$ cat src/rtl/wlan_pwr_pkg.sv
/*
 * Constants shared by the wireless module power mode controller: mode
 * encoding, register map and timing figures.
 * Assumes a 10 MHz bus clock and a 32 kHz low-rate control tick.
 */
package wlan_pwr_pkg;

   // ----------------------------------------------------------------
   // Operating modes
   // ----------------------------------------------------------------
   typedef enum logic [3:0] {
      M_OFF, M_OFFMODE, M_IDLE, M_SLEEP, M_DEEP, M_SCAN, M_AIRPLANE, M_TX
   } mode_type;

   // ----------------------------------------------------------------
   // Register map
   // ----------------------------------------------------------------
   localparam logic [7:0] REG_CTRL = 8'h00;
   localparam logic [7:0] REG_STATUS = 8'h04;
   localparam logic [7:0] REG_RESCAN = 8'h08;
   localparam int CTRL_SLEEP_BIT = 0;
   localparam int CTRL_AIRPLANE_BIT = 1;
   localparam int STAT_POWERED_BIT = 4;
   localparam int STAT_IGN_BIT = 5;
   localparam int STAT_TXACT_BIT = 6;
   localparam logic [1:0] CTRL_RESET = 2'h0;
   localparam logic [15:0] RESCAN_RESET = 16'h0100;
   localparam logic [31:0] RDATA_RESET = 32'h00000000;

   // ----------------------------------------------------------------
   // Timing
   // ----------------------------------------------------------------
   localparam int CLK_HZ = 10_000_000;
   localparam int LOW_HZ = 32_000;
   localparam int ON_MIN_MS = 500;
   localparam int ON_MAX_MS = 1500;
   localparam int OFF_MIN_MS = 2000;
   localparam int CYC_PER_MS = CLK_HZ / 1000;
   localparam int ON_MIN_CYC = ON_MIN_MS * CYC_PER_MS;
   localparam int ON_MAX_CYC = ON_MAX_MS * CYC_PER_MS;
   localparam int OFF_MIN_CYC = OFF_MIN_MS * CYC_PER_MS;
   // Divider rounds down: the tick runs a hair above 32 kHz, never below
   localparam int TICK_DIV = CLK_HZ / LOW_HZ;
   localparam logic [8:0] TICK_LAST = 9'(TICK_DIV - 1);
   localparam logic [8:0] TICK_ZERO = 9'h000;
   localparam logic [31:0] CNT_ONE = 32'h00000001;
   localparam logic [15:0] RESCAN_ONE = 16'h0001;

endpackage : wlan_pwr_pkg

$ cat src/rtl/wlan_pwr_ctrl.sv
/*
 * Power mode controller of the wireless LAN module with an AHB-Lite
 * register slave. Assumes button and ignition inputs synchronous to hclk,
 * and radio status strobes (ap_lost, scan_ok, scan_fail) one cycle wide.
 */
`timescale 1ns/1ps

module wlan_pwr_ctrl
   import wlan_pwr_pkg::*;
#(
   parameter int ON_MIN = ON_MIN_CYC,
   parameter int ON_MAX = ON_MAX_CYC,
   parameter int OFF_MIN = OFF_MIN_CYC,
   parameter logic [15:0] RESCAN_INIT = RESCAN_RESET
) (
   input wire logic hclk,
   input wire logic hresetn,
   input wire logic hsel,
   input wire logic [31:0] haddr,
   input wire logic [1:0] htrans,
   input wire logic hwrite,
   input wire logic [2:0] hsize,
   input wire logic [31:0] hwdata,
   input wire logic hready,
   output logic hreadyout,
   output logic hresp,
   output logic [31:0] hrdata,
   input wire logic power_button_n,
   input wire logic ignition_in,
   input wire logic ap_lost,
   input wire logic scan_ok,
   input wire logic scan_fail,
   input wire logic tx_busy,
   output logic powered,
   output logic cts_n,
   output logic dsr_n,
   output logic radio_tx_active_n,
   output logic radio_en,
   output logic if_en,
   output logic regulator_en,
   output logic slow_clk_sel,
   output logic [3:0] mode_state
);

   // ----------------------------------------------------------------
   // State
   // ----------------------------------------------------------------
   mode_type mode_r, mode_nxt, prior_r;
   logic [1:0] ctrl_r;
   logic [15:0] rescan_r, deep_cnt_r;
   logic [31:0] press_cnt_r;
   logic btn_prev_r, ign_prev_r;
   logic [8:0] tick_cnt_r;
   logic wr_pend_r, rd_pend_r, hreadyout_r, hresp_r;
   logic [7:0] addr_r;
   logic [31:0] hrdata_r;
   logic powered_r, cts_n_r, dsr_n_r, txact_n_r, radio_en_r, if_en_r, regulator_en_r, slow_clk_sel_r;

   // ----------------------------------------------------------------
   // Low-rate tick and input events
   // ----------------------------------------------------------------
   wire slow_tick = (tick_cnt_r == TICK_LAST);
   wire btn_low = !power_button_n;
   wire btn_release = !btn_prev_r && power_button_n;
   wire is_on = (mode_r != M_OFF) && (mode_r != M_OFFMODE);
   wire on_press = btn_release && (press_cnt_r >= 32'(ON_MIN)) && (press_cnt_r <= 32'(ON_MAX));
   wire off_press = btn_low && (press_cnt_r == 32'(OFF_MIN - 1));
   wire ign_rise = ignition_in && !ign_prev_r;
   wire ign_fall = !ignition_in && ign_prev_r;
   wire pwr_off_evt = is_on && (off_press || ign_fall);
   wire rescan_due = slow_tick && ((deep_cnt_r + RESCAN_ONE) >= rescan_r);

   always_ff @(posedge hclk or negedge hresetn) begin
      if (!hresetn) begin
         tick_cnt_r <= TICK_ZERO;
         btn_prev_r <= 1'b1;
         ign_prev_r <= 1'b0;
         press_cnt_r <= '0;
      end else begin
         tick_cnt_r <= slow_tick ? TICK_ZERO : tick_cnt_r + 9'h001;
         btn_prev_r <= power_button_n;
         ign_prev_r <= ignition_in;
         // Saturates so a very long hold is never mistaken for a short one
         if (!btn_low) begin
            press_cnt_r <= '0;
         end else if (press_cnt_r < 32'(OFF_MIN)) begin
            press_cnt_r <= press_cnt_r + CNT_ONE;
         end
      end
   end

   // ----------------------------------------------------------------
   // Mode sequencing
   // ----------------------------------------------------------------
   always_comb begin
      mode_nxt = mode_r;
      case (mode_r)
         M_OFF: begin
            if (on_press || ign_rise) begin
               mode_nxt = M_IDLE;
            end
         end
         M_OFFMODE: begin
            if (!ignition_in) begin
               mode_nxt = M_OFF;
            end else if (on_press) begin
               mode_nxt = M_IDLE;
            end
         end
         M_IDLE: begin
            if (tx_busy) begin
               mode_nxt = M_TX;
            end else if (ap_lost) begin
               mode_nxt = M_DEEP;
            end else if (ctrl_r[CTRL_AIRPLANE_BIT]) begin
               mode_nxt = M_AIRPLANE;
            end else if (ctrl_r[CTRL_SLEEP_BIT]) begin
               mode_nxt = M_SLEEP;
            end
         end
         M_SLEEP: begin
            if (tx_busy) begin
               mode_nxt = M_TX;
            end else if (ap_lost) begin
               mode_nxt = M_DEEP;
            end else if (!ctrl_r[CTRL_SLEEP_BIT]) begin
               mode_nxt = M_IDLE;
            end
         end
         M_DEEP: begin
            if (rescan_due) begin
               mode_nxt = M_SCAN;
            end
         end
         M_SCAN: begin
            if (scan_ok) begin
               mode_nxt = M_IDLE;
            end else if (scan_fail) begin
               mode_nxt = M_DEEP;
            end
         end
         M_AIRPLANE: begin
            if (!ctrl_r[CTRL_AIRPLANE_BIT]) begin
               mode_nxt = M_IDLE;
            end
         end
         M_TX: begin
            if (!tx_busy) begin
               mode_nxt = prior_r;
            end
         end
         default: begin
            mode_nxt = M_OFF;
         end
      endcase
      // Shutdown overrides everything; the ignition level picks the target
      if (pwr_off_evt) begin
         mode_nxt = (ignition_in && !ign_fall) ? M_OFFMODE : M_OFF;
      end
   end

   // Per-mode enables, decoded from the next mode so outputs track mode_r
   wire nxt_on = (mode_nxt != M_OFF) && (mode_nxt != M_OFFMODE);
   wire nxt_if = (mode_nxt == M_IDLE) || (mode_nxt == M_AIRPLANE) || (mode_nxt == M_TX);
   wire nxt_radio = (mode_nxt == M_IDLE) || (mode_nxt == M_SLEEP) || (mode_nxt == M_SCAN) || (mode_nxt == M_TX);
   wire nxt_tx = (mode_nxt == M_TX);

   always_ff @(posedge hclk or negedge hresetn) begin
      if (!hresetn) begin
         mode_r <= M_OFF;
         prior_r <= M_IDLE;
         deep_cnt_r <= '0;
      end else begin
         mode_r <= mode_nxt;
         if (mode_nxt == M_TX && mode_r != M_TX) begin
            prior_r <= mode_r;
         end
         if (mode_r != M_DEEP || rescan_due) begin
            deep_cnt_r <= '0;
         end else if (slow_tick) begin
            deep_cnt_r <= deep_cnt_r + RESCAN_ONE;
         end
      end
   end

   always_ff @(posedge hclk or negedge hresetn) begin
      if (!hresetn) begin
         powered_r <= 1'b0;
         cts_n_r <= 1'b1;
         dsr_n_r <= 1'b1;
         txact_n_r <= 1'b1;
         radio_en_r <= 1'b0;
         if_en_r <= 1'b0;
         regulator_en_r <= 1'b0;
         slow_clk_sel_r <= 1'b0;
      end else begin
         powered_r <= nxt_on;
         cts_n_r <= !nxt_if;
         dsr_n_r <= !nxt_if;
         radio_en_r <= nxt_radio;
         if_en_r <= nxt_if;
         regulator_en_r <= (mode_nxt != M_OFF);
         slow_clk_sel_r <= (mode_nxt == M_OFFMODE);
         txact_n_r <= nxt_tx ? (txact_n_r ^ slow_tick) : 1'b1;
      end
   end

   assign powered = powered_r;
   assign cts_n = cts_n_r;
   assign dsr_n = dsr_n_r;
   assign radio_tx_active_n = txact_n_r;
   assign radio_en = radio_en_r;
   assign if_en = if_en_r;
   assign regulator_en = regulator_en_r;
   assign slow_clk_sel = slow_clk_sel_r;
   assign mode_state = mode_r;

   // ----------------------------------------------------------------
   // AHB-Lite slave: writes zero-wait, reads one wait state
   // ----------------------------------------------------------------
   // The read wait state avoids returning stale data right after a write
   wire addr_ok = hsel && htrans[1] && hready;
   wire wr_ctrl = wr_pend_r && (addr_r == REG_CTRL);
   wire wr_rescan = wr_pend_r && (addr_r == REG_RESCAN);
   wire [31:0] status_val = {25'h0, !txact_n_r, ignition_in, powered_r, mode_r};
   wire [31:0] rd_val = (addr_r == REG_CTRL) ? {30'h0, ctrl_r} :
                        (addr_r == REG_STATUS) ? status_val :
                        (addr_r == REG_RESCAN) ? {16'h0, rescan_r} : 32'h00000000;

   always_ff @(posedge hclk or negedge hresetn) begin
      if (!hresetn) begin
         wr_pend_r <= 1'b0;
         rd_pend_r <= 1'b0;
         addr_r <= 8'h00;
         hreadyout_r <= 1'b1;
         hresp_r <= 1'b0;
         hrdata_r <= RDATA_RESET;
      end else begin
         wr_pend_r <= addr_ok && hwrite;
         rd_pend_r <= addr_ok && !hwrite;
         hreadyout_r <= !(addr_ok && !hwrite);
         hresp_r <= 1'b0;
         if (addr_ok) begin
            addr_r <= {haddr[7:2], 2'h0};
         end
         if (rd_pend_r) begin
            hrdata_r <= rd_val;
         end
      end
   end

   always_ff @(posedge hclk or negedge hresetn) begin
      if (!hresetn) begin
         ctrl_r <= CTRL_RESET;
         rescan_r <= RESCAN_INIT;
      end else begin
         if (wr_ctrl) begin
            ctrl_r <= hwdata[1:0];
         end
         if (wr_rescan) begin
            rescan_r <= hwdata[15:0];
         end
      end
   end

   assign hreadyout = hreadyout_r;
   assign hresp = hresp_r;
   assign hrdata = hrdata_r;
endmodule : wlan_pwr_ctrl

$ cat config.mk
export PLATFORM = sky130hd
export DESIGN_NAME = wlan_pwr_ctrl
export DESIGN_NICKNAME = d
export VERILOG_FILES = /design/src/rtl/wlan_pwr_pkg.sv /design/src/rtl/wlan_pwr_ctrl.sv
export SDC_FILE = /design/constraint.sdc
export NUM_CORES = 1
export LEC_CHECK = 0
export ABC_AREA = 1
export BUFFER_PORTS_ARGS = -buffer_cell sky130_fd_sc_hd__clkbuf_2
export CORE_MARGIN = 2
export CORE_UTILIZATION = 50
export DETAILED_ROUTE_END_ITERATION = 8
export PLACE_DENSITY = 0.74
export SYNTH_ARGS = -nofsm -noshare
export SYNTH_HDL_FRONTEND = slang
export SYNTH_SLANG_ARGS = --single-unit
$ cat constraint.sdc
create_clock -name hclk -period 7.5 [get_ports hclk]
set_input_delay 0.375 -clock hclk [delete_from_list [all_inputs] [get_ports hclk]]
set_output_delay 0.375 -clock hclk [all_outputs]
set_load 0.005 [all_outputs]
---- Word-level counts from Yosys, hierarchy flattened ----
Index checks and enable logic that the tools add are counted.
storage, ports and cells
  flip-flop bits (word level) ............. 133
  output and inout port bits .............. 46
cells by class
  add/sub/neg operators ................... 3
  magnitude comparators ................... 4
  equal/unequal tests ..................... 21
  multiplexer cells ....................... 27
  bitwise logic cells ..................... 1
  reduce and logical (&&, ||, !) cells .... 41
operator list
  kind                                                                      count
  16-bit two-way mux                                                        5
  32-bit two-way mux                                                        2
  4-bit two-way mux                                                         16
  32-bit by 1-bit adder with 32-bit output (second input constant)          1
  32-bit by 25-bit equality test with 1-bit output (second input constant)  1
  32-bit by 23-bit >= comparator with 1-bit output (second input constant)  1
  32-bit by 24-bit <= comparator with 1-bit output (second input constant)  1
  32-bit by 25-bit < comparator with 1-bit output (second input constant)   1
  4-bit one-hot mux with 8 select lines                                     1
  4-bit by 3-bit equality test with 1-bit output (second input constant)    7
  1-bit logical AND                                                         18
  16-bit by 1-bit adder with 16-bit output (second input constant)          1
  4-bit by 2-bit equality test with 1-bit output (second input constant)    4
  16-bit >= comparator                                                      1
  9-bit by 1-bit adder with 9-bit output (second input constant)            1
  9-bit equality test (second input constant)                               1
  1-bit logical NOT                                                         9
  9-bit two-way mux                                                         1
  4-bit by 1-bit equality test with 1-bit output (second input constant)    2
  8-bit logical NOT                                                         1
  1-bit logical OR                                                          8
  4-bit by 1-bit inequality test with 1-bit output (second input constant)  2
  4-bit by 3-bit inequality test with 1-bit output (second input constant)  2
  4-bit nonzero test                                                        2
  6 further kinds                                                           8

---- Depth between registers and ports, before layout ----
Gate-level depths: netlist (run 1).
  depth in word-level cells ............... 12
  gate-level depth with buffers ........... 22
  gate-level depth less buffers ........... 22

---- Worst setup path before layout (run 1) ----
OpenSTA, ideal clock, no wires.
  kind .................................... register -> register
  start ................................... register deep_cnt_r[0]
  end ..................................... register prior_r[0]
  setup time .............................. 0.118 ns
  arrival time ............................ 2.825 ns
  data required time ...................... 7.382 ns
  slack ................................... 4.557 ns
  stages on the path, launching flop included .. 23
  buffers on the path ..................... 0
  period minus slack after synthesis ...... 2.943 ns
  path through ............................ dfrtp_1 -> ha_1 -> nand2_1 -> nor2_1 -> nand3_1 -> nor2_1 -> nand2_1 -> nor3_2 -> nand4_1 -> xor2_1 -> inv_1 -> ha_1 -> nand2_1 -> nor3_1 -> nand3_1 -> nand3_1 -> nand2_1 -> nand3_1 -> nand2_1 -> nand2_2 -> nand4_2 -> nand2_1 -> nand2_1
between the ends
  word-level cells in the longest chain between the ends .. 8
RTL lines
  item                                            RTL line              RTL
  start, declared                                 wlan_pwr_ctrl.sv:50   logic [15:0] rescan_r, deep_cnt_r;
  start signal, assigned                          wlan_pwr_ctrl.sv:181  deep_cnt_r <= deep_cnt_r + RESCAN_ONE;
  16-bit by 1-bit adder with 16-bit output        wlan_pwr_ctrl.sv:71   wire rescan_due = slow_tick && ((deep_cnt_r + RESCAN_ONE) >= rescan_r);
  16-bit >= comparator                            wlan_pwr_ctrl.sv:71
  1-bit logical AND                               wlan_pwr_ctrl.sv:71
  4-bit two-way mux                               wlan_pwr_ctrl.sv:131  if (rescan_due) begin
  4-bit one-hot mux with 8 select lines           wlan_pwr_ctrl.sv:97   case (mode_r)
  4-bit two-way mux                               wlan_pwr_ctrl.sv:157  if (pwr_off_evt) begin
  net mode_nxt[0]                                 wlan_pwr_ctrl.sv:48   mode_type mode_r, mode_nxt, prior_r;
  4-bit by 3-bit equality test with 1-bit output  wlan_pwr_ctrl.sv:175  if (mode_nxt == M_TX && mode_r != M_TX) begin
  1-bit logical AND                               wlan_pwr_ctrl.sv:175
  end signal, assigned                            wlan_pwr_ctrl.sv:176  prior_r <= mode_r;
  end, declared                                   wlan_pwr_ctrl.sv:48
The timed path passes the listed nets, and every way through them passes these cells.
A chain may end at the register's enable or synchronous reset.

---- Final worst setup path (run 1) ----
Ends and elaborated chain as after synthesis.

==> reports/metrics.cfg, run 1 <==
[run_status]
status=finished, violations left
violations=hold timing

[global_routing]
grt_pass1_vias=4978
grt_max_degree=64
grt_pass1_wl_um=22970
antenna_found_initial=0
overflow=0
track_usage=0.2183

[timing]
whs_ns=-0.006049
worst_slew_pin_slew_ns=0.9421
tns_ns=0
period_share=0.4902
hold_viol=5
rsz0062_at_grt=false
skew_ns=0.009737
setup_violations=0
layout_min_cycle_time_ns=3.676
fmax_ghz=0.2720
maxSlewHeadroom=0.3704
drv_slew=0

[clock_network]
clock_latency_ns=0.42
post-cts-setup-buffer-count=0
clockRootBuffer=clkbuf_16
postCtsResizedCells=0
clock-sinks=117
cts_made_buffers=17
clk_path_buf_depth=2
cts_tree=done
ctsHtreeMaxLevel=4
cts_hold_buf=0
path_clk_slew_ns=0.06

[synthesis]
seq_area_frac_synth=0.4652
synth_top_family_by_area=simple AND/OR/NAND/NOR gates
async_reset_ff_frac=1.000
synth-compound-area-share=0.1325
yosys_most_used_dff=dfrtp_1
synth_cell_types=46
synthXorXnorAreaFrac=0.01666
synthSimpleGateAreaFrac=0.2354
synthAdderAreaFrac=0.03966
muxShareOfSynthArea=0.007139
yosys_register_bits=117
syn_area_per_cell_um2=7.987
synthCells=790
synth_area_um2=6310
synth_edf_count=0
yosys_warnings=0

[detailed_routing]
drc=0
drtIter0Drc=352
vias=5292
wl_um=13470
viasPerCell=5.079
first_pass_iters=5
wire_per_inst_um=12.93
ant_nets=0

[worst_setup_path]
endpoint_kind=flip-flop
crit_family=simple AND/OR/NAND/NOR gates
start_kind=flip-flop
worstPathRequired_ns=7.80
timing.critical_path.cells=ha_1 -> nand2_1 -> nor2_1 -> nand3_1 -> nor2_1 -> nand2_1 -> nor3_2 -> nand4_1 -> xor2_1 -> inv_1 -> ha_1 -> nand2_1 -> nor3_1 -> nand3_1 -> nand3_1 -> nand2_1 -> nand3_1 -> nand2_1 -> nand2_2 -> nand4_2 -> nand2_1 -> nand2_1
cp_num_buf_inv=1
path_max_fanout=5
cp.arrival_ns=3.98
crit_top_cell=nand2_1
path_class=reg -> reg
max_stage_delay_ns=0.41
critPathSlowestCell=dfrtp_1

[power_and_ir_drop]
clockPowerShare=0.460
comb_power_share=0.162
p_leak_uw=0.003737
p_seq_frac=0.378
internal_power_uw=1395
switching_share=0.2743
p_switching_uw=527.4
power_density_nw_per_um2=261.2
vdd_drop_max_mv=0.2620

[floorplan]
die_w_um=116.3
row_count=41
coreArea_um2=12470
ios=126
die_y_um=116.3
initial_core_util=0.5062
dieArea_um2=13530

[cells_and_area]
fin_nets=957
final_cell_mix=146 x nand2_1, 111 x dfrtp_1, 107 x inv_1, 96 x nor2_1, 61 x clkbuf_2
fin_util=0.5905
drive_gt1_frac=0.1609
layout_commonest_cell=nand2_1
diodes=0
area_growth_pct=16.66

[place]
globalplace.congestion=0.8681
io_buffers=62
dpl.hpwl_um=9850

[job]
cap_violations=0

[hold_path]
hold_path.class=in -> async

-- routing by layer --
metal / vias up / global-route usage / part of all wire
met1: 2441 / 0.2992 / 0.48
li1: 2686 / - / -
met2: 142 / 0.3349 / 0.45
met3: 23 / 0.05656 / 0.048
met5: - / 0 / 0
met4: 0 / 0.08413 / 0.022
-- power by group through the flow --
stage	sequential, uW	clock [uW]	combinational (uW)
global placement	737	0	308
CTS	727	896	314
finish	727	884	312
detailed placement	737	0	311
floorplan	726	0	224
global route	734	926	356
-- cells in the mapped netlist (all sizes together), types with 2 or more instances --
cell,instances,area [um2]
o31ai,11,82.58
a21oi,59,299.0
a211oi,3,22.52
nand3,40,200.2
nand4,16,106.4
dfstp,6,157.7
ha,20,250.2
o22ai,11,68.82
nand2,152,590.6
nor2,104,420.4
clkbuf,10,37.54
o21bai,2,15.01
xor2,12,105.1
nor3b,2,20.02
dfrtp,111,2778
mux2,4,45.04
buf,21,151.4
o21ai,55,282.8
inv,122,460.5
nor3,16,101.4
o311ai,2,17.52
nor4,3,40.04
o21a,2,15.01
-- area by class of cell --
class / count / area (um2)
fill: 1128 / 5105
inverter: 122 / 460.4
clock inverter: 9 / 176.4
sequential: 117 / 2935
tap: 172 / 215.2
multi-input combinational: 536 / 2785
clock buffer: 23 / 467.9
timing repair buffer: 63 / 320.3
-- worst paths after layout --
check | from | slack [ns] | depth (start not counted) | end
worst max register to register | deep_cnt_r[0] | 3.82 | 22 | prior_r[0]
min in group hclk | ignition_in | 0.14 | 1 | ign_prev_r
worst max-delay path | deep_cnt_r[0] | 3.82 | 22 | prior_r[0]
worst min register to register | prior_r[1] | 0.46 | 2 | prior_r[1]
worst min-delay path | hresetn | -0.006 | 1 | hrdata[8]
max in group asynchronous | hresetn | 6.26 | 2 | if_en
-- flip-flops by register name, summed over array words and instances (netlist names) --
register	count
addr_r	6
btn_prev_r	1
ctrl_r	2
deep_cnt_r	16
dsr_n	1
hrdata	16
hreadyout	1
if_en	1
ign_prev_r	1
mode_state	4
powered	1
press_cnt_r	32
prior_r	4
radio_en	1
radio_tx_active_n	1
rd_pend_r	1
regulator_en	1
rescan_r	16
slow_clk_sel	1
tick_cnt_r	9
wr_pend_r	1
-- stage by stage --
stage | std cells | area (um2) | setup WS (ns) | power (uW) | hold slack (ns)
after global placement | 1010 | 6716 | 3.888 | 1045 | 0.4426
after floorplan | 806 | 6370 | 4.557 | 949.9 | 0.07941
after CTS | 1042 | 7361 | 3.818 | 1937 | 0.01786
final | 1042 | 7361 | 3.824 | 1923 | -0.006049
after detailed placement | 1010 | 6716 | 3.845 | 1048 | 0.4489
after global routing | 1042 | 7361 | 3.350 | 2017 | 0.05170
-- cell families after synthesis --
family / after synthesis
buf+inv: 153
simple gates: 334
mux: 4
fa+ha+maj: 20
other cells: 1
flops: 117
xor+xnor: 12
compound gates: 149
Note: power is estimated with default switching activity, not from simulation.
==> run 2: changes to the inputs <==
Settings changed: ABC_AREA 1 to 0.
Clock period 7.5 ns to 3.8 ns, I/O delays scaled along.
==> run 2 against run 1 <==
The flow now finishes without violations; design area fell by 1.1%; first-iteration DRC count down 4.3%; register-to-register slack worse by 3.6 ns; maximum frequency grew 1.5%; count of clock-buffer cells in the layout did not move; critical path depth decreased by 7; synthesized cell count is 22% lower; utilization increased by 1.8 points; largest cell class unchanged; highest routed layer unchanged.
==> reports/metrics.cfg, run 2 <==
[synthesis]
synth_area_um2=6122  ; -3.0%
yosys-top-cells-area=dfrtp_1 45%, mux2_2 4.4%, ha_1 4.1%
synth_top_area_share=0.4537  ; +0.01350
netlist_top_cells_count=111 x dfrtp_1, 58 x nor2_1, 45 x nand2_1, 42 x inv_1, 33 x nand3_1
yosys_register_bits=117  ; unchanged
synth_most_common_cell=dfrtp_1
yosysTopAreaCell=dfrtp_1
yosys_warnings=0  ; unchanged
synth_cell_types=69  ; +50%
async_reset_ff_frac=1.000  ; unchanged
synthCells=617  ; -22%
synth_edf_count=0  ; unchanged
yosys_most_used_dff=dfrtp_1
syn_area_per_cell_um2=9.922  ; +24%
seq_area_frac_synth=0.4795  ; +0.01426

[cells_and_area]
layout_commonest_cell=dfrtp_1
nFillCells=945  ; -16%
diodes=0  ; unchanged
regArea_um2=2938  ; about the same
fin_area_um2=7283  ; -1.1%
top_register=press_cnt_r
final_cell_mix=109 x dfrtp_1, 61 x clkbuf_2, 56 x nor2_1, 45 x nand2_1, 42 x inv_1
drive_gt1_frac=0.2351  ; +0.07421
largest_reg_flops=32  ; unchanged
area_growth_pct=18.97
fin_nets=793  ; -17%
multiInputGateArea_um2=2872  ; +3.1%

[floorplan]
die_w_um=114.7  ; -1.4%
ios=126  ; unchanged
die_y_um=114.7  ; -1.4%
row_count=40  ; -2.4%
coreArea_um2=11960  ; -4.0%
dieArea_um2=13150  ; -2.9%
initial_core_util=0.5118  ; +0.005647

[timing]
drv_slew=0  ; unchanged
skew_ns=0.006750  ; -0.002988 ns
rsz0062_at_grt=false
period_share=0.9529  ; +0.4627
worst_slew_pin_slew_ns=1.151  ; +0.2088 ns
tns_ns=0  ; unchanged
setup_violations=0  ; unchanged
layout_min_cycle_time_ns=3.621  ; -0.05546 ns
fin_ws_ns=0.1791  ; -3.645 ns
fmax_ghz=0.2762  ; +1.5%
hold_viol=0  ; -5
maxSlewHeadroom=0.2299  ; -0.1405

[power_and_ir_drop]
p_seq_frac=0.399  ; +0.021
clockPowerShare=0.461  ; about the same
p_leak_uw=0.003502  ; -6.3%
vdd_drop_max_mv=0.3455  ; +32%
p_switching_uw=958.1  ; +82%
switching_share=0.2586  ; -0.01566
power_density_nw_per_um2=508.6  ; +95%
internal_power_uw=2746  ; +97%
comb_power_share=0.140  ; -0.022

[global_routing]
grt_pass1_vias=4632  ; -7.0%
grt_pass1_wl_um=22490  ; -2.1%
antenna_found_initial=0  ; unchanged
overflow=0  ; unchanged
grt_max_degree=59  ; -7.8%
track_usage=0.2204  ; +0.002038

[clock_network]
clock_latency_ns=0.42  ; about the same
cts_made_buffers=17  ; unchanged
clock-sinks=117  ; unchanged
clk_path_buf_depth=2  ; unchanged
path_clk_slew_ns=0.06  ; about the same
clockRootBuffer=clkbuf_16
cts_tree=done
ctsHtreeMaxLevel=4  ; unchanged

[hold_path]
hold_path.class=in -> reg

[worst_setup_path]
endpoint_kind=flip-flop
r2r_end=prior_r[0]
crit_family=simple AND/OR/NAND/NOR gates
cp-endpoint=prior_r[0]
cp_num_buf_inv=0  ; -1
worstPathRequired_ns=4.13  ; -3.67 ns
cp_num_cells=15  ; -32%
crit_start=deep_cnt_r[3]
cp.arrival_ns=3.95  ; -0.03 ns
critPathSlowestCell=dfrtp_2
max_stage_delay_ns=0.43  ; +0.02 ns
reg2reg_from=deep_cnt_r[3]
reg2reg_depth=15  ; -32%
timing.critical_path.cells=nand3_1 -> nor2_2 -> and3_4 -> and3_1 -> nand3_1 -> xnor2_2 -> ha_1 -> nand4_1 -> or3_1 -> nor4_1 -> or4_1 -> and2b_2 -> or3_4 -> and3_4 -> a22oi_2
start_kind=flip-flop
path_max_fanout=4  ; -1
r2r_slack_ns=0.18  ; -3.64 ns
path_class=reg -> reg

[detailed_routing]
wl_um=13600  ; +0.94%
drtIter0Drc=337  ; -4.3%
drc=0  ; unchanged
wire_per_inst_um=15.94  ; +23%
first_pass_iters=5  ; unchanged
ant_nets=0  ; unchanged
viasPerCell=5.573  ; +9.7%
vias=4754  ; -10%

[place]
dpl.hpwl_um=9441  ; -4.2%
globalplace.congestion=0.8643  ; -0.44%
io_buffers=62  ; unchanged
place_area_um2=6487  ; -3.4%
dp_slack_ns=0.04113  ; -3.804 ns

[job]
cap_violations=0  ; unchanged

[run_status]
status=finished, final reports clean

==> run 2: cell count changes after synthesis, moves of 11 or more <==
cell / delta
a21oi_1: -37
and3_1: +13
inv_1: -65
inv_2: -13
mux2_2: +20
nand2_1: -101
nor2_1: -38
nor2b_1: +12
o21ai_0: -15
o31ai_1: -11
xnor2_1: +18
==> run 2: routing by layer <==
layer	global-route usage	up-vias	part of all wire	routed length, um
met2	0.3625	130	0.50	6806
met4	0.07724	0	0.018	250
met1	0.2732	2344	0.42	5750
met3	0.07147	25	0.058	789
li1	-	2255	-	-
met5	0	-	0	0
==> run 2: layout make-up <==
cell class,instances,area share
inverters,43,0.02216
flip-flops and latches,117,0.4034
clock buffers,23,0.06700
well taps,147,0.02525
clock inverters,9,0.02027
multi-input cells,431,0.3943
repair buffers,83,0.06769
==> run 2: worst min path at each step <==
stage | from | to | slack [ns] | cells after the start
finish | hwdata[2] | rescan_r[2] | 0.01 | 2
global route | hwdata[2] | rescan_r[2] | 0.002 | 2
CTS | hwdata[9] | rescan_r[9] | 0.0006 | 2
detailed placement | hresetn | regulator_en | 0.30 | 1
global placement | hresetn | regulator_en | 0.29 | 1
floorplan | hresetn | addr_r[2] | -0.11 | 0
==> run 2: timing repair <==
item                                    4_1_cts  5_1_grt
cloned                                        0        0
resized for setup                             1       13
hold endpoints to repair                     60        0
hold buffers                                  9        0
pin swaps                                     0        6
buffers inserted                              0        2
endpoints found under the setup margin        1       26
==> run 2: metrics by stage <==
stage	instances	total power, uW	hold slack [ns]	util
6_report	853	3704	0.01120	0.6089
3_3_place_gp	811	1977	0.2943	0.5424
4_1_cts	852	3731	0.0006256	0.6032
5_1_grt	853	3867	0.001828	0.6089
2_1_floorplan	633	1822	-0.1056	-
3_5_place_dp	811	1999	0.3022	0.5424
==> run 2: cells by family after synthesis <==
family,synth area share
flip-flops,0.4795
multiplexers,0.04905
XOR/XNOR,0.05722
AO/OA/AOI/OAI,0.1069
buffers and inverters,0.07112
AND/OR/NAND/NOR,0.1948
other,0.0006125
adder cells (fa/ha/maj),0.04087
==> run 2: worst reg2reg max path, delay by kind of cell, from the launching register on <==
family | cells | cell delay [ns]
xor gates and xnor gates | 1 | 0.19
and+or+nand+nor | 12 | 2.41
DFF | 1 | 0.43
adders and majority gates | 1 | 0.32
AOI/OAI and AO/OA | 1 | 0.19
==> run 2: power by group through the flow <==
stage                     logic [uW]  registers (uW)  clock network [uW]
after global placement           487            1490                   0
final                            518            1480                1710
after CTS                        522            1480                1730
after floorplan                  381            1440                   0
after global routing             583            1490                1790
after detailed placement         506            1490                   0
==> run 3: changes to the inputs <==
Settings changed: REMOVE_ABC_BUFFERS set to 1.
==> run 3 against run 2 <==
First-iteration DRC count rose by 13%; utilization rose by 0.37 points; via count rose by 0.21%; critical endpoint unchanged; cell count rose by 0.47%; routed wire length rose by 1.6%; critical path depth rose by 1; power fell by 1.5%; critical path type unchanged; highest routed layer unchanged.
==> reports/metrics.cfg, run 3 (synthesis gave the netlist of run 2 again) <==
[detailed_routing]
first_pass_iters=5  ; unchanged
highest_layer=met4
ant_nets=0  ; unchanged
wl_met1_um=5758  ; +0.14%
viasPerCell=5.559  ; -0.26%
wire_per_inst_um=16.12  ; +1.1%
wl_um=13810  ; +1.6%
wl_met3_um=833  ; +5.6%
drtIter0Drc=382  ; +13%
wl_met2_um=6842  ; +0.53%
drc=0  ; unchanged
vias=4764  ; +0.21%

[worst_setup_path]
worstPathRequired_ns=4.14  ; about the same
max_stage_delay_ns=0.52  ; +0.09 ns
path_class=reg -> reg
crit_family=simple AND/OR/NAND/NOR gates
crit_top_cell=and3_4
endpoint_kind=flip-flop
start_kind=flip-flop
timing.critical_path.cells=ha_4 -> nand3_4 -> nor2_4 -> and3_4 -> and3_4 -> nand3_1 -> xnor2_2 -> ha_1 -> nand4_1 -> or3_1 -> nor4_1 -> or4_1 -> and2b_2 -> or3_4 -> and3_4 -> a22oi_2
critPathSlowestCell=or4_1
path_max_fanout=6  ; +2
crit_start=deep_cnt_r[0]
reg2reg_from=deep_cnt_r[0]
cp_num_buf_inv=0  ; unchanged
cp.arrival_ns=3.93  ; -0.02 ns

[place]
dp_slack_ns=0.1068  ; +0.06564 ns
io_buffers=62  ; unchanged
dpl.hpwl_um=9381  ; -0.64%
numPlacedInstances=810  ; -0.12%
globalplace.congestion=0.8694  ; +0.59%

[power_and_ir_drop]
power_density_nw_per_um2=497.9  ; -2.1%
vdd_drop_max_mv=0.3338  ; -3.4%
fin_total_pwr_uw=3648  ; -1.5%
p_leak_uw=0.003520  ; +0.53%

[hold_path]
worstHoldStart=hwdata[5]
hold_path.class=in -> reg

[floorplan]
die_y_um=114.7  ; unchanged
dieArea_um2=13150  ; unchanged
row_count=40  ; unchanged
coreArea_um2=11960  ; unchanged
initial_core_util=0.5118  ; unchanged
die_w_um=114.7  ; unchanged
ios=126  ; unchanged

[global_routing]
grt_pass1_vias=4749  ; +2.5%
track_usage=0.2239  ; +0.003557
grt_max_degree=79  ; +34%
antenna_found_initial=0  ; unchanged
grt_pass1_wl_um=22590  ; +0.46%
overflow=0  ; unchanged

[timing]
hold_viol=0  ; unchanged
layout_min_cycle_time_ns=3.594  ; -0.02647 ns
drv_slew=0  ; unchanged
period_share=0.9459  ; -0.006967
fmax_ghz=0.2782  ; +0.74%
skew_ns=0.008152  ; +0.001403 ns
tns_ns=0  ; unchanged
maxSlewHeadroom=0.2297  ; about the same
worst_slew_pin_slew_ns=1.151  ; +0.0002962 ns
fin_ws_ns=0.2055  ; +0.02647 ns
setup_violations=0  ; unchanged

[cells_and_area]
top_register=press_cnt_r
multiInputGateArea_um2=2888  ; +0.57%
largest_reg_flops=32  ; unchanged
diodes=0  ; unchanged
layout_commonest_cell=dfrtp_1
regArea_um2=2940  ; about the same
final_cell_mix=107 x dfrtp_1, 61 x clkbuf_2, 56 x nor2_1, 45 x nand2_1, 42 x inv_1
fin_util=0.6126  ; +0.003661
fin_nets=797  ; +0.50%
final_cells=857  ; +0.47%
drive_gt1_frac=0.2394  ; +0.004309
nFillCells=993  ; +5.1%
area_growth_pct=19.68

[clock_network]
clockRootBuffer=clkbuf_16
cts_made_buffers=17  ; unchanged
cts_tree=done
path_clk_slew_ns=0.05  ; about the same
clock_latency_ns=0.42  ; about the same
ctsHtreeMaxLevel=4  ; unchanged
clock-sinks=117  ; unchanged
clk_path_buf_depth=2  ; unchanged

[run_status]
status=finished, final reports clean

[job]
cap_violations=0  ; unchanged

-- run 3: cell types whose count changed in the layout (fill, tap and decap cells not counted), sizes merged --
cell	delta
bufinv	-1
clkinv	+1
dlygate4sd3	+4
-- run 3: worst reg2reg max path, cell delays in order (launching register included) --
cell	delay, ns
dfrtp_2	0.42
ha_4	0.18
nand3_4	0.10
nor2_4	0.10
and3_4	0.19
and3_4	0.18
nand3_1	0.11
xnor2_2	0.16
ha_1	0.29
nand4_1	0.16
or3_1	0.14
nor4_1	0.04
or4_1	0.52
and2b_2	0.22
or3_4	0.35
and3_4	0.20
a22oi_2	0.16
-- run 3: through the flow --
| step | cell area, um2 | hold slack (ns) |
|---|---|---|
| 4_1_cts | 7231 | 0.0004504 |
| 3_3_place_gp | 6480 | 0.3999 |
| 5_1_grt | 7327 | 0.003878 |
| 6_report | 7327 | 0.01589 |
| 2_1_floorplan | 5908 | -0.1056 |
| 3_5_place_dp | 6480 | 0.3989 |
-- run 3: final cells by class --
type | instances | area share
Sequential cell | 117 | 0.4013
Inverter | 43 | 0.02203
Clock inverter | 9 | 0.01674
Clock buffer | 23 | 0.06796
Timing Repair Buffer | 87 | 0.07275
Tap cell | 147 | 0.02510
Multi-Input combinational cell | 431 | 0.3941
-- run 3: report_power, final --
part           leakage (uW)  internal (uW)  switching, uW
clock network      0.000309           1110            548
logic               0.00169            227            289
registers           0.00152           1360            114
-- run 3: what timing repair did --
item                                   in CTS  in global routing
gates resized for setup                     0                 18
hold buffers                               13                  0
setup buffers                               0                  2
endpoints found under the hold margin      84                  0
setup endpoints to repair                   0                 26
-- run 3: worst paths after layout --
| kind | to | slack (ns) | depth (start not counted) |
|---|---|---|---|
| setup / recovery | prior_r[0] | 0.21 | 16 |
| hold / removal | rescan_r[5] | 0.02 | 2 |
| setup reg to reg | prior_r[0] | 0.21 | 16 |
| hold reg to reg | tick_cnt_r[0] | 0.48 | 1 |
| max in group asynchronous | hreadyout | 2.41 | 3 |
| min in group asynchronous | hrdata[11] | 0.49 | 2 |
-- run 3: layer usage --
layer | vias up | track usage
met5 | - | 0
met4 | 0 | 0.1073
met2 | 149 | 0.3669
li1 | 2266 | -
met3 | 30 | 0.06670
met1 | 2319 | 0.2706
